`src/hdl/sdv_params.svh`:
```
/*
 * Holds the register offsets, reset values, field positions and timing
 * figures of the start-up delay and voltage code block.
 * Assumes it is included by bare name and that the core clock runs at 100 MHz.
 */
`ifndef SDV_PARAMS_SVH
`define SDV_PARAMS_SVH

// ==========================================================================
// register offsets
`define SDV_ADDR_DLY34      8'h08
`define SDV_ADDR_DLY56      8'h09
`define SDV_ADDR_DLY78      8'h0A
`define SDV_ADDR_VOLT1      8'h0B
`define SDV_ADDR_VOLT2      8'h0C
`define SDV_ADDR_VOLT3      8'h0D
`define SDV_ADDR_VOLT4      8'h0E

// ==========================================================================
// reset values
`define SDV_RST_DLY34       8'h00
`define SDV_RST_DLY56       8'h10
`define SDV_RST_DLY78       8'h01
`define SDV_RST_VOLT1       8'h04
`define SDV_RST_VOLT2       8'h06
`define SDV_RST_VOLT3       8'h06
`define SDV_RST_VOLT4       8'h10

// ==========================================================================
// field layout
`define SDV_HI_LSB          3
`define SDV_LO_LSB          0
`define SDV_DLY_MASK        8'h3F
`define SDV_V4_MASK         8'h0F
`define SDV_V5_MASK         8'h1F
`define SDV_NCH             8
`define SDV_NREG            4

// ==========================================================================
// timing: one tick is 52.5 us, the delay codes are whole multiples of it
`define SDV_CLK_PERIOD_NS   10
`define SDV_TICK_NS         52500
`define SDV_DLY_C0          10'h000
`define SDV_DLY_C1          10'h028
`define SDV_DLY_C2          10'h03C
`define SDV_DLY_C3          10'h064
`define SDV_DLY_C4          10'h078
`define SDV_DLY_C5          10'h0A0
`define SDV_DLY_C6          10'h140
`define SDV_DLY_C7          10'h280
`define SDV_STEP_SHORT      2'h1
`define SDV_STEP_LONG       2'h2

`endif

```
`src/hdl/sdv_pkg.sv`:
```
/*
 * Types shared by the start-up delay and voltage code block.
 * Assumes nothing of its surroundings.
 */
package sdv_pkg;
    // sequencer states, one-hot
    typedef enum logic [3:0] {
        SDV_IDLE = 4'b0001,
        SDV_RUN  = 4'b0010,
        SDV_ON   = 4'b0100,
        SDV_DOWN = 4'b1000
    } sdv_state_e;
    typedef logic [2:0] sdv_delay_t;
    typedef logic [9:0] sdv_ticks_t;
    typedef logic [4:0] sdv_vcode_t;
endpackage : sdv_pkg

```
`src/hdl/sdv_ramp_if.sv`:
```
/*
 * Carries one regulator's voltage target, step pacing and present code
 * between the register side and the voltage stepper.
 * Assumes both ends sit on core_clk.
 */
`timescale 1ns/1ps
interface sdv_ramp_if;
    logic [4:0] target;
    logic [4:0] level;
    logic       tick;
    logic       step_long;
    modport owner   (output target, output tick, output step_long, input level);
    modport stepper (input target, input tick, input step_long, output level);
endinterface : sdv_ramp_if

```
`src/hdl/sdv_tick_div.sv`:
```
/*
 * Divides core_clk down to one-cycle tick enables.
 * Assumes a synchronous active-high reset.
 */
`timescale 1ns/1ps
`include "sdv_params.svh"
module sdv_tick_div
    import sdv_pkg::*;
#(
    parameter int CYCLES = 5250,
    parameter int W      = 13
) (
    // clock and reset
    input  wire logic core_clk,
    input  wire logic rst,
    // tick enable
    output logic      tick
);
    logic [W-1:0] cnt;

    // free-running count, tick on wrap
    always_ff @(posedge core_clk) begin
        if (rst) begin
            cnt  <= '0;
            tick <= 1'b0;
        end else if (cnt == W'(CYCLES - 1)) begin
            cnt  <= '0;
            tick <= 1'b1;
        end else begin
            cnt  <= cnt + 1'b1;
            tick <= 1'b0;
        end
    end
endmodule : sdv_tick_div

```
`src/hdl/sdv_vstep.sv`:
```
/*
 * Moves one regulator's output code toward its target one code per step.
 * Assumes tick is a one-cycle enable every 52.5 us.
 */
`timescale 1ns/1ps
`include "sdv_params.svh"
module sdv_vstep
    import sdv_pkg::*;
#(
    parameter sdv_vcode_t RESET_CODE = 5'h00
) (
    // clock and reset
    input  wire logic   core_clk,
    input  wire logic   rst,
    // ramp carrier
    sdv_ramp_if.stepper rp
);
    logic [1:0] wait_cnt;
    logic [1:0] step_len;

    // one step lasts one or two ticks
    assign step_len = rp.step_long ? `SDV_STEP_LONG : `SDV_STEP_SHORT;

    // step the level one code at a time
    always_ff @(posedge core_clk) begin
        if (rst) begin
            rp.level <= RESET_CODE;
            wait_cnt <= 2'h0;
        end else if (rp.level == rp.target) begin
            wait_cnt <= 2'h0;
        end else if (rp.tick) begin
            if (wait_cnt + 2'h1 >= step_len) begin
                wait_cnt <= 2'h0;
                rp.level <= (rp.target > rp.level) ? rp.level + 5'h01 : rp.level - 5'h01;
            end else begin
                wait_cnt <= wait_cnt + 2'h1;
            end
        end
    end
endmodule : sdv_vstep

```
`src/hdl/sdv_seq_top.sv`:
```
/*
 * Start-up delay and voltage code block of a multi-channel power manager.
 * Holds the delay and voltage code registers, runs the enable-driven
 * start-up and shutdown sequence and steps the regulator voltage codes.
 * Assumes a register port on core_clk and an asynchronous enable pin.
 */
// Functional notes
// - each 3-bit delay code waits 0, 2.1, 3.15, 5.25, 6.3, 8.4, 16.8 or 33.6 ms before its channel starts.
// - the ch3/ch4 delay register holds ch4 in bits 5:3 and ch3 in bits 2:0, both reset to 000.
// - the second load switch uses bits 5:3 of its delay register, reset 010 for 3.15 ms.
// - the first load switch uses bits 2:0 of that register, reset 000.
// - the second external LDO monitor uses bits 5:3 of its delay register, reset 000.
// - the first external LDO monitor uses bits 2:0 of that register, reset 001 for 2.1 ms.
// - the second regulator has a 5-bit code from 3.00 V in 50 mV steps, reset 00110.
// - the first regulator has a 4-bit code in bits 3:0, reset 0100.
// - the third regulator has a 4-bit code in bits 3:0, reset 0110.
// - the fourth regulator has a 5-bit code from 3.20 V in 50 mV steps, reset 10000.
// - enabled channels start under the sequencer, afterwards each enable bit switches its channel.
// - a changed voltage code is reached one step at a time, 52.5 us or 105 us per step.
// - shutdown runs in reverse start-up order, or all channels at once when selected.
`timescale 1ns/1ps
`include "sdv_params.svh"
module sdv_seq_top
    import sdv_pkg::*;
#(
    parameter int TICK_CYCLES = `SDV_TICK_NS / `SDV_CLK_PERIOD_NS,
    parameter int TICK_W      = 13
) (
    // clock and reset
    input  wire logic       core_clk,
    input  wire logic       rst,
    // register port
    input  wire logic [7:0] reg_addr,
    input  wire logic [7:0] reg_wdata,
    input  wire logic       reg_wr,
    input  wire logic       reg_rd,
    output logic      [7:0] reg_rdata,
    // settings held in neighbouring registers
    input  wire logic [5:0] delay_ch1_ch2,
    input  wire logic [7:0] channel_enable_bit,
    input  wire logic       voltage_step_time,
    input  wire logic       shutdown_order_select,
    // global enable pin
    input  wire logic       enable_pin,
    // channel controls
    output logic      [7:0] ch_enable,
    output logic      [7:0] soft_start_go,
    output logic            seq_done,
    // present voltage codes
    output logic      [3:0] ch1_voltage_code,
    output logic      [4:0] ch2_voltage_code,
    output logic      [3:0] ch3_voltage_code,
    output logic      [4:0] ch4_voltage_code
);

    // ======================================================================
    // registers
    logic [7:0] delay_ch3_ch4;
    logic [7:0] delay_load_switches;
    logic [7:0] delay_external_ldos;
    logic [7:0] voltage_code_ch1;
    logic [7:0] voltage_code_ch2;
    logic [7:0] voltage_code_ch3;
    logic [7:0] voltage_code_ch4;

    // software writes, reserved bits held at zero
    always_ff @(posedge core_clk) begin
        if (rst) begin
            delay_ch3_ch4       <= `SDV_RST_DLY34;
            delay_load_switches <= `SDV_RST_DLY56;
            delay_external_ldos <= `SDV_RST_DLY78;
            voltage_code_ch1    <= `SDV_RST_VOLT1;
            voltage_code_ch2    <= `SDV_RST_VOLT2;
            voltage_code_ch3    <= `SDV_RST_VOLT3;
            voltage_code_ch4    <= `SDV_RST_VOLT4;
        end else if (reg_wr) begin
            case (reg_addr)
                `SDV_ADDR_DLY34: delay_ch3_ch4 <= reg_wdata & `SDV_DLY_MASK;
                `SDV_ADDR_DLY56: delay_load_switches <= reg_wdata & `SDV_DLY_MASK;
                `SDV_ADDR_DLY78: delay_external_ldos <= reg_wdata & `SDV_DLY_MASK;
                `SDV_ADDR_VOLT1: voltage_code_ch1 <= reg_wdata & `SDV_V4_MASK;
                `SDV_ADDR_VOLT2: voltage_code_ch2 <= reg_wdata & `SDV_V5_MASK;
                `SDV_ADDR_VOLT3: voltage_code_ch3 <= reg_wdata & `SDV_V4_MASK;
                `SDV_ADDR_VOLT4: voltage_code_ch4 <= reg_wdata & `SDV_V5_MASK;
                default: ;
            endcase
        end
    end

    // read data, unmapped offsets read zero, held between reads
    always_ff @(posedge core_clk) begin
        if (rst) begin
            reg_rdata <= 8'h00;
        end else if (reg_rd) begin
            case (reg_addr)
                `SDV_ADDR_DLY34: reg_rdata <= delay_ch3_ch4;
                `SDV_ADDR_DLY56: reg_rdata <= delay_load_switches;
                `SDV_ADDR_DLY78: reg_rdata <= delay_external_ldos;
                `SDV_ADDR_VOLT1: reg_rdata <= voltage_code_ch1;
                `SDV_ADDR_VOLT2: reg_rdata <= voltage_code_ch2;
                `SDV_ADDR_VOLT3: reg_rdata <= voltage_code_ch3;
                `SDV_ADDR_VOLT4: reg_rdata <= voltage_code_ch4;
                default:         reg_rdata <= 8'h00;
            endcase
        end
    end

    // ======================================================================
    // delay code fields, channel order ch1..ch4, switch1, switch2, ldo1, ldo2
    sdv_delay_t ch3_delay_code;
    sdv_delay_t ch4_delay_code;
    sdv_delay_t switch1_delay_code;
    sdv_delay_t switch2_delay_code;
    sdv_delay_t extldo1_delay_code;
    sdv_delay_t extldo2_delay_code;
    sdv_delay_t channel_delay_code [`SDV_NCH];

    assign ch3_delay_code     = delay_ch3_ch4[`SDV_LO_LSB +: 3];
    assign ch4_delay_code     = delay_ch3_ch4[`SDV_HI_LSB +: 3];
    assign switch1_delay_code = delay_load_switches[`SDV_LO_LSB +: 3];
    assign switch2_delay_code = delay_load_switches[`SDV_HI_LSB +: 3];
    assign extldo1_delay_code = delay_external_ldos[`SDV_LO_LSB +: 3];
    assign extldo2_delay_code = delay_external_ldos[`SDV_HI_LSB +: 3];

    assign channel_delay_code[0] = delay_ch1_ch2[`SDV_LO_LSB +: 3];
    assign channel_delay_code[1] = delay_ch1_ch2[`SDV_HI_LSB +: 3];
    assign channel_delay_code[2] = ch3_delay_code;
    assign channel_delay_code[3] = ch4_delay_code;
    assign channel_delay_code[4] = switch1_delay_code;
    assign channel_delay_code[5] = switch2_delay_code;
    assign channel_delay_code[6] = extldo1_delay_code;
    assign channel_delay_code[7] = extldo2_delay_code;

    // delay code to a count of 52.5 us ticks
    function automatic sdv_ticks_t delay_ticks(input sdv_delay_t code);
        case (code)
            3'h0:    delay_ticks = `SDV_DLY_C0;
            3'h1:    delay_ticks = `SDV_DLY_C1;
            3'h2:    delay_ticks = `SDV_DLY_C2;
            3'h3:    delay_ticks = `SDV_DLY_C3;
            3'h4:    delay_ticks = `SDV_DLY_C4;
            3'h5:    delay_ticks = `SDV_DLY_C5;
            3'h6:    delay_ticks = `SDV_DLY_C6;
            default: delay_ticks = `SDV_DLY_C7;
        endcase
    endfunction : delay_ticks

    // ======================================================================
    // time base and pin synchroniser
    logic tick;
    logic en_meta;
    logic en_sync;
    logic en_prev;

    sdv_tick_div #(
        .CYCLES (TICK_CYCLES),
        .W      (TICK_W)
    ) u_tick (
        .core_clk (core_clk),
        .rst      (rst),
        .tick     (tick)
    );

    // two flops on the enable pin, edge taken from the second
    always_ff @(posedge core_clk) begin
        if (rst) begin
            en_meta <= 1'b0;
            en_sync <= 1'b0;
            en_prev <= 1'b0;
        end else begin
            en_meta <= enable_pin;
            en_sync <= en_meta;
            en_prev <= en_sync;
        end
    end

    // ======================================================================
    // sequencer
    sdv_state_e state;
    sdv_ticks_t elapsed;
    sdv_ticks_t span;
    sdv_ticks_t down_cnt;
    logic [7:0] run_mask;
    logic [7:0] started;
    logic       all_started;
    logic       leave_all;

    assign all_started = &(started | ~run_mask);
    assign leave_all   = ~en_sync & shutdown_order_select;

    // state, elapsed time from start and shutdown time
    always_ff @(posedge core_clk) begin
        if (rst) begin
            state    <= SDV_IDLE;
            elapsed  <= 10'h000;
            span     <= 10'h000;
            down_cnt <= 10'h000;
            run_mask <= 8'h00;
        end else begin
            case (state)
                SDV_IDLE: begin
                    if (en_sync && !en_prev) begin
                        state    <= SDV_RUN;
                        elapsed  <= 10'h000;
                        run_mask <= channel_enable_bit;
                    end
                end
                SDV_RUN: begin
                    if (leave_all) begin
                        state <= SDV_IDLE;
                    end else if (!en_sync) begin
                        state    <= SDV_DOWN;
                        span     <= elapsed;
                        down_cnt <= 10'h000;
                    end else if (all_started) begin
                        state <= SDV_ON;
                        span  <= elapsed;
                    end else if (tick) begin
                        elapsed <= elapsed + 10'h001;
                    end
                end
                SDV_ON: begin
                    if (leave_all) begin
                        state <= SDV_IDLE;
                    end else if (!en_sync) begin
                        state    <= SDV_DOWN;
                        down_cnt <= 10'h000;
                    end
                end
                SDV_DOWN: begin
                    if (down_cnt >= span) begin
                        state <= SDV_IDLE;
                    end else if (tick) begin
                        down_cnt <= down_cnt + 10'h001;
                    end
                end
                default: begin
                    state <= SDV_IDLE;
                end
            endcase
        end
    end

    // sequence finished flag
    always_ff @(posedge core_clk) begin
        if (rst) begin
            seq_done <= 1'b0;
        end else begin
            seq_done <= (state == SDV_ON) && en_sync;
        end
    end

    // per channel enable and soft-start start pulse
    genvar gi;
    generate
        for (gi = 0; gi < `SDV_NCH; gi++) begin : g_ch
            sdv_ticks_t wait_ticks;
            logic       due;
            logic       off_due;
            logic       next_on;

            assign wait_ticks = delay_ticks(channel_delay_code[gi]);
            assign due        = run_mask[gi] && (wait_ticks <= elapsed);
            assign off_due    = ({1'b0, down_cnt} + {1'b0, wait_ticks}) >= {1'b0, span};
            assign started[gi] = due;

            // next enable level of this channel
            always_comb begin
                next_on = ch_enable[gi];
                case (state)
                    SDV_IDLE: next_on = 1'b0;
                    SDV_RUN:  next_on = leave_all ? 1'b0 : (ch_enable[gi] | (en_sync & due));
                    SDV_ON:   next_on = leave_all ? 1'b0 : (en_sync ? channel_enable_bit[gi] : ch_enable[gi]);
                    SDV_DOWN: next_on = ch_enable[gi] & ~off_due;
                    default:  next_on = 1'b0;
                endcase
            end

            // enable flop and one-cycle soft-start pulse on each turn-on
            always_ff @(posedge core_clk) begin
                if (rst) begin
                    ch_enable[gi]     <= 1'b0;
                    soft_start_go[gi] <= 1'b0;
                end else begin
                    ch_enable[gi]     <= next_on;
                    soft_start_go[gi] <= next_on & ~ch_enable[gi];
                end
            end
        end
    endgenerate

    // ======================================================================
    // voltage stepping for the four regulators
    sdv_ramp_if rp [`SDV_NREG] ();
    sdv_vcode_t vtarget [`SDV_NREG];

    assign vtarget[0] = voltage_code_ch1[4:0];
    assign vtarget[1] = voltage_code_ch2[4:0];
    assign vtarget[2] = voltage_code_ch3[4:0];
    assign vtarget[3] = voltage_code_ch4[4:0];

    // reset level matches the register reset value
    function automatic sdv_vcode_t vreset(input int k);
        case (k)
            0:       vreset = 5'(`SDV_RST_VOLT1);
            1:       vreset = 5'(`SDV_RST_VOLT2);
            2:       vreset = 5'(`SDV_RST_VOLT3);
            default: vreset = 5'(`SDV_RST_VOLT4);
        endcase
    endfunction : vreset

    genvar gk;
    generate
        for (gk = 0; gk < `SDV_NREG; gk++) begin : g_reg
            assign rp[gk].target    = vtarget[gk];
            assign rp[gk].tick      = tick;
            assign rp[gk].step_long = voltage_step_time;

            sdv_vstep #(
                .RESET_CODE (vreset(gk))
            ) u_step (
                .core_clk (core_clk),
                .rst      (rst),
                .rp       (rp[gk])
            );
        end
    endgenerate

    // present codes, each a stepper flop
    assign ch1_voltage_code = rp[0].level[3:0];
    assign ch2_voltage_code = rp[1].level;
    assign ch3_voltage_code = rp[2].level[3:0];
    assign ch4_voltage_code = rp[3].level;

endmodule : sdv_seq_top

```
`config.mk`:
```
export PLATFORM = sky130hd
export DESIGN_NAME = sdv_seq_top
export DESIGN_NICKNAME = d
export VERILOG_FILES = /design/src/hdl/sdv_pkg.sv /design/src/hdl/sdv_ramp_if.sv /design/src/hdl/sdv_tick_div.sv /design/src/hdl/sdv_vstep.sv /design/src/hdl/sdv_seq_top.sv
export VERILOG_INCLUDE_DIRS = /design/src /design/src/hdl
export SDC_FILE = /design/constraint.sdc
export NUM_CORES = 1
export LEC_CHECK = 0
export ABC_AREA = 1
export BUFFER_PORTS_ARGS = -buffer_cell sky130_fd_sc_hd__buf_4
export CAP_MARGIN = 20
export CORE_ASPECT_RATIO = 1.75
export CORE_MARGIN = 5
export CORE_UTILIZATION = 45
export DETAILED_ROUTE_END_ITERATION = 12
export SYNTH_ARGS = -nofsm -noshare
export SYNTH_HDL_FRONTEND = slang
export SYNTH_SLANG_ARGS = --single-unit
```
`constraint.sdc`:
```
create_clock -name core_clk -period 2.8 [get_ports core_clk]
set_input_delay 0.28 -clock core_clk [delete_from_list [all_inputs] [get_ports core_clk]]
set_output_delay 0.28 -clock core_clk [all_outputs]
set_load 0.02 [all_outputs]
```
After elaboration in Yosys (flattened, before gate mapping) --
Index checks and enable logic that the tools add are counted.
Cells by class: reduce and logical (&&, ||, !) cells 44, order comparisons 25, multiplexer cells 72, bitwise operators 57, $add $sub $neg 23, equal/unequal tests 77
Operators by type and width (count):
- one-hot mux 10 bit (7 select lines) | 8
- two-way mux 10 bit | 11
- adder 10 x 10 -> 11 bit | 8
- >= comparator 11 x 10 -> 1 bit | 8
- <= comparator 10 bit | 8
- equality test 3 bit, second input constant | 24
- equality test 8 x 4 -> 1 bit, second input constant | 7
- equality test 3 x 2 -> 1 bit, second input constant | 16
- one-hot mux 6 bit (7 select lines) | 1
- one-hot mux 10 bit (2 select lines) | 2
- two-way mux 4 bit | 7
- bitwise AND 1 bit | 25
- two-way mux 1 bit | 25
- equality test 3 x 1 -> 1 bit, second input constant | 8
- zero test 3 bit | 8
- one-hot mux 1 bit (3 select lines) | 8
- NOT 1 bit | 22
- adder 10 x 1 -> 10 bit, second input constant | 2
- adder 5 x 1 -> 5 bit, second input constant | 4
- two-way mux 5 bit | 4
- subtractor 5 x 1 -> 5 bit, second input constant | 4
- != test 2 bit, second input constant | 8
- one-hot mux 4 bit (4 select lines) | 1
- AND reduction 2 bit | 8
- other kinds (29) | 71
Word-level totals: word-level logic and storage cells 341, input bits 37, output and inout bits 43, register bits 148

Longest topological paths before layout --
word-level depth 10, depth in mapped cells 24, mapped depth without buffers 24

By module --
A second synthesis with hierarchy kept.
Unflattened totals: cell total of the unflattened synthesis 2127, area total of the unflattened synthesis 14520.2 um2
Modules (own cells, without submodules):
- sdv_seq_top | cells an instance 1698, seq. area each 2082.0 um2, area each 11225.8 um2, times used 1
- sdv_vstep (g_reg[1].u_step ...) | cells an instance 82, seq. area each 140.1 um2, area each 630.6 um2, times used 2
- sdv_tick_div | cells an instance 102, seq. area each 280.3 um2, area each 748.2 um2, times used 1
- sdv_vstep (g_reg[3].u_step) | cells an instance 81, seq. area each 140.1 um2, area each 650.6 um2, times used 1
- sdv_vstep (g_reg[0].u_step) | cells an instance 82, seq. area each 140.1 um2, area each 634.4 um2, times used 1

Worst setup path before layout --
Ideal clock, no wire load.
path kind register -> register, from register down_cnt[3], to register soft_start_go[1], buffers on the path 0, stages on the path, launching flop included 15, period minus slack after synthesis 3.044 ns, library setup time 0.065 ns, data required time 2.735 ns, arrival 2.979 ns, setup slack -0.244 ns, cells stage by stage dfxtp_1 inv_1 fa_1 o21ai_0 a21oi_1 o21ai_0 xnor2_1 inv_1 ha_1 a21o_1 a21oi_1 nand4_1 nand2_1 nand2_1 nor2_1
On the way: cells in the longest elaborated chain, start to end 6
Ends and longest elaborated chain:
- start, declared | line sdv_seq_top.sv:182 | sdv_ticks_t down_cnt;
- start signal, assigned | line sdv_seq_top.sv:234 | down_cnt <= down_cnt + 10'h001;
- adder 10 x 10 -> 11 bit | line sdv_seq_top.sv:264 | assign off_due = ({1'b0, down_cnt} + {1'b0, wait_ticks}) >= {1'b0, span};
- >= comparator 11 x 10 -> 1 bit | line sdv_seq_top.sv:264
- NOT 1 bit | line sdv_seq_top.sv:274 | SDV_DOWN: next_on = ch_enable[gi] & ~off_due;
- bitwise AND 1 bit | line sdv_seq_top.sv:274
- one-hot mux 1 bit (3 select lines) | line sdv_seq_top.sv:270 | case (state)
- bitwise AND 1 bit | line sdv_seq_top.sv:286 | soft_start_go[gi] <= next_on & ~ch_enable[gi];
- end signal, assigned by index | line sdv_seq_top.sv:286
- end, declared | line sdv_seq_top.sv:47 | output logic [7:0] soft_start_go,
Every way passes these cells. A chain may end at the register's enable or synchronous reset.

Final worst setup path --
from register delay_ch3_ch4[2], to register soft_start_go[2]
On the way: cells in the longest elaborated chain, start to end 9, elaborated cells on any way between the ends 19, those cells by class 1 x add/sub; 2 x order compare; 6 x eq/ne; 3 x mux; 5 x bitwise; 2 x reduce/logical
Ends and longest elaborated chain:
- start, declared | line sdv_seq_top.sv:58 | logic [7:0] delay_ch3_ch4;
- start signal, assigned | line sdv_seq_top.sv:69 | delay_ch3_ch4 <= `SDV_RST_DLY34;
- start signal, assigned | line sdv_seq_top.sv:78 | `SDV_ADDR_DLY34: delay_ch3_ch4 <= reg_wdata & `SDV_DLY_MASK;
- equality test 3 bit (tied with other cells) | line sdv_seq_top.sv:136 | case (code)
- one-hot mux 10 bit (7 select lines) (*) | line sdv_seq_top.sv:136
- parallel branches: the longest is 5 deep, another holds adder 10 x 10 -> 11 bit
- one-hot mux 1 bit (3 select lines) (*) | line sdv_seq_top.sv:270
- bitwise AND 1 bit (*) | line sdv_seq_top.sv:286
Every way passes the cells marked *.

==> impl.org <==
** Power and ir drop
- The worst-case IR drop observed on VDD is ~0.44 mV.
- Clock Power Share :: 46.6%
- Leak Pwr :: about 9.1 nW
- Gate power share :: about an eighth
- Sequential share of power :: between 40% and 50%
- Dividing total power by cell area gives a power density of 271 nW/um2.
- Net switching is 27.1% of the power.
- The analysis attributes to net switching a power of about 1.4 mW.
- Cell internal power dissipation :: around 3.7 mW

** STA
- For the final database, setup skew stands at roughly 0.010 ns.
- For the pin with the worst max-slew slack, the measured transition is between 0.7 and 0.8 ns.
- Timing would allow up to approximately 0.33 GHz.
- After routing, the total negative slack on setup checks comes to -1.80 ns.
- Setup repair after global routing could not meet its margin everywhere.
- Setup slack on the critical path of the routed design comes to -0.235 ns.
- After layout, the worst path uses 108% of the clock period.
- Setup violation total in the final timing report :: 12
- The routed design could run at a clock period as short as approximately 3.0 ns.
- The tightest hold path in the finished design has a slack of 0.0282 ns.
- Max_slew headroom :: about 47%
- The number of max-slew violations in the final report was 0.
- The count of final hold-check violations was 0.

** Placed design
- Once placement finished, the instance area stood at 16,400 um2.
- OpenSTA, run right after detailed placement, puts the worst setup slack at -0.454 ns.
- Final weighted congestion in routability-driven placement :: around 0.94
- During placement, the flow inserted port buffers numbering 75.
- Placed wire-length estimate :: ~37,000 um

** Floorplan
- From left edge to right edge, the die measures 141 um.
- In this run the count of I/O pins placed on the die edge is 80.
- Initial cell density of the core :: a little under half
- Die Footprint :: 33,900 um2
- The total area inside the core boundary comes to approximately 30,000 um2.
- Die Span Y :: about 240 um
- Row count :: 84

** Flow run
- Max capacitance violation total :: 0

** CTS
- The tree is rooted in a clkbuf_16.
- The clock reaches the later pin of the worst-skew pair after 0.45 ns.
- Buffers inserted during clock tree synthesis total 17.
- TritonCTS built the clock tree.
- In this run the deepest clock path goes through 2 buffers.
- After clock tree synthesis, the clock-pin slew on the worst setup and hold paths is ~0.06 ns.
- Number of H-tree levels :: 4
- Number of sinks driven by the clock tree :: 146

** Critical path
- Along the worst path, the maximum fanout reaches 7.
- Worst Path Required :: about 3.2 ns
- The critical path goes through inv_2 > nor2_1 > a21oi_2 > ha_4 > nand3_4 > nand2_2 > nand2_2 > a31oi_4 > nand2_1 > nand2_1 > a21oi_2 > xnor2_1 > ha_1 > nand2_1 > nand3_2 > a311oi_2 > o211ai_1 > nand2_1 > inv_2 > nor3_2.
- Cell with the biggest individual delay on the critical path :: dfxtp_4
- The worst setup path is launched from a flip-flop.
- The most numerous cell type found on the critical path is nand2_1.
- Data on the critical path arrives at its endpoint at 3.41 ns.
- The critical path is of the flip-flop to flip-flop type.
- Kind of capture point of the worst setup path :: flip-flop
- In this design, the stage delay of the slowest critical-path cell is approximately 0.4 ns.

** Finish
- Most frequent cells in the layout :: 334 x nand2_1, 333 x buf_4, 252 x inv_1, 194 x ha_1, 179 x nor2_1
- Fraction of layout cells with a size suffix above 1 :: between 20% and 30%
- Number of nets in the layout :: roughly 2,600
- Final design utilization :: 62.1%
- Compared with the post-synthesis result, the final layout area differs by 37.0%.
- Most frequent standard cell in the layout excluding fill and tap cells :: nand2_1
- Filler cells :: roughly 2,800
- After routing the design area is about 19,000 um2.
- Antenna Diode Count :: 0

** Global routing
- Via count of the first global-routing pass :: approximately 15,000
- Maximum number of pins on one net before global-route repair :: 35
- The initial antenna violation count came to 0.
- Overall global routing resource usage :: roughly 28%
- Overall overflow remaining after global route :: 0
- The first global-routing pass estimated between 70,000 and 80,000 um of wire.

** Synth
- After synthesis, the largest area contributor takes up a little over a fifth of total cell area.
- #FFs+latches synth :: around 150
- Cells taking the most area after synthesis :: dfxtp_1 22%, ha_1 21%, nand2_1 10%
- A synthesized cell averages roughly 7 um2.
- Most area-hungry cell type in the Yosys netlist :: dfxtp_1
- Proportion of synthesized chip area in sequential cells :: between 20% and 30%
- Leading register cell type out of synthesis :: dfxtp_1
- In this run the cell area of the synthesized design comes to 13,600 um2.
- Number of library cell types mapped by synthesis :: between 50 and 60
- Of all flip-flops after synthesis, the portion carrying an async set or reset was 0%.
- Post-synthesis instance total :: just under 2,000
- Counting flops with a built-in enable in the synthesized netlist gives 0.
- For this run, the number of Yosys warnings is 0.

** Routing
- For this block, the via count after detailed routing is 14,700.
- Once detail routing completed, the nets flagged for antenna violations numbered 0.
- Dividing the detail-routed wire length by the instance count gives around 18 um.
- In the routed design, unresolved DRC markers number 0.
- For this run, the detailed router's first-pass iteration total came to 5.
- Total detailed-routing wirelength :: 47,800 um
- Dividing the detail-routed via count by the number of cells gives 5.41.
- In this run, the number of DRC markers left after iteration 0 of detailed routing was around 700.

** Outcome
- The flow ran to the end, but the final reports show violations.
- Violations in the final reports :: setup timing

** Hold path
- The path class of the tightest hold or removal check is input port to flip-flop.
==> critical path, delay by kind of cell (launching register included) <==
| family | cells | cell delay (ns) |
|---|---|---|
| simple gates | 10 | 0.94 |
| compound gates | 5 | 0.73 |
| fa+ha+maj | 2 | 0.66 |
| flops | 1 | 0.39 |
| xor+xnor | 1 | 0.12 |
| buf+inv | 2 | 0.11 |
==> logic make-up after synthesis <==
kind of cell | Yosys count | share of synthesized area, %
XOR/XNOR | 65 | 4.19
adder cells (fa/ha/maj) | 235 | 22.3
AND/OR/NAND/NOR | 807 | 25.6
flip-flops | 146 | 21.5
buffers and inverters | 334 | 9.67
AO/OA/AOI/OAI | 390 | 16.7
other | 1 | 0.0276
==> power groups by stage <==
stage	clock, mW	combinational [mW]	sequential [mW]
after CTS	2.39	0.544	2.10
after global routing	2.48	0.656	2.10
after detailed placement	0	0.530	2.15
after floorplan	0	0.308	2.15
after global placement	0	0.519	2.15
final	2.35	0.591	2.10
==> area by class of cell <==
| cell class | instances | area (um2) | share of cell area [%] |
|---|---|---|---|
| multi-input combinational | 1500 | 10500 | 56.3 |
| timing repair buffer | 362 | 2950 | 15.9 |
| clock inverter | 13 | 149 | 0.800 |
| sequential | 146 | 2970 | 16.0 |
| clock buffer | 19 | 443 | 2.38 |
| tap | 387 | 484 | 2.60 |
| inverter | 296 | 1140 | 6.13 |
==> metrics by stage <==
step	power, mW	std cells
3_3_place_gp	2.67	2640
3_5_place_dp	2.68	2640
4_1_cts	5.04	2695
6_report	5.04	2723
2_1_floorplan	2.46	1979
5_1_grt	5.23	2723
==> layer usage <==
layer | global-route usage [%] | part of all wire [%]
met4 | 17.8 | 7.6
met2 | 52.0 | 51
met3 | 4.45 | 4.6
met5 | 0 | 0
met1 | 29.2 | 37
==> state kept, by name, summed over array words and instances (netlist names) <==
name and flops:
down_cnt 10, voltage_code_ch3 4, u_tick.tick 1, span 10
voltage_code_ch1 4, en_meta 1, delay_ch3_ch4 6, voltage_code_ch2 5
state 4, reg_rdata 6, seq_done 1, en_prev 1
delay_load_switches 6, elapsed 10, run_mask 8, ch_enable 8
en_sync 1, g.u_step.rp.level 20, soft_start_go 8, u_tick.cnt 13
delay_external_ldos 6, voltage_code_ch4 5, g.u_step.wait_cnt 8
==> final timing paths <==
check | slack, ns | depth (start not counted) | endpoint | from
hold / removal | 0.03 | 3 | en_meta | enable_pin
hold reg to reg | 0.40 | 2 | en_sync | en_meta
setup reg to reg | -0.24 | 20 | soft_start_go[2] | delay_ch3_ch4[2]
setup / recovery | -0.24 | 20 | soft_start_go[2] | delay_ch3_ch4[2]
==> synth_stat cells (3+ instances only) <==
cell type	n
a2111oi_0	4
a211oi_1	9
a21boi_0	4
a21o_1	12
a21oi_1	176
a221oi_1	4
a22oi_1	7
a31oi_1	7
and3_1	4
buf_1	3
buf_2	8
buf_4	11
clkbuf_1	15
dfxtp_1	146
fa_1	12
ha_1	223
inv_1	278
inv_2	16
nand2_1	375
nand2_2	11
nand3_1	125
nand3b_1	3
nand4_1	34
nor2_1	193
nor2_2	9
nor3_1	29
nor3b_1	7
nor4_1	5
o2111ai_1	3
o211ai_1	15
o21a_1	4
o21ai_0	103
o21bai_1	11
o221ai_1	4
o22ai_1	7
o31ai_1	5
o41ai_1	4
or2_2	5
xnor2_1	21
xor2_1	44
==> repair_timing <==
item,4_1_cts,5_1_grt
setup buffers,25,26
hold endpoints to repair,0,0
endpoints found under the setup margin,24,43
pin swaps,66,116
resized for setup,131,162
hold buffers,0,0
cloned,0,3
No activity file was read; power rests on OpenSTA's default activity.
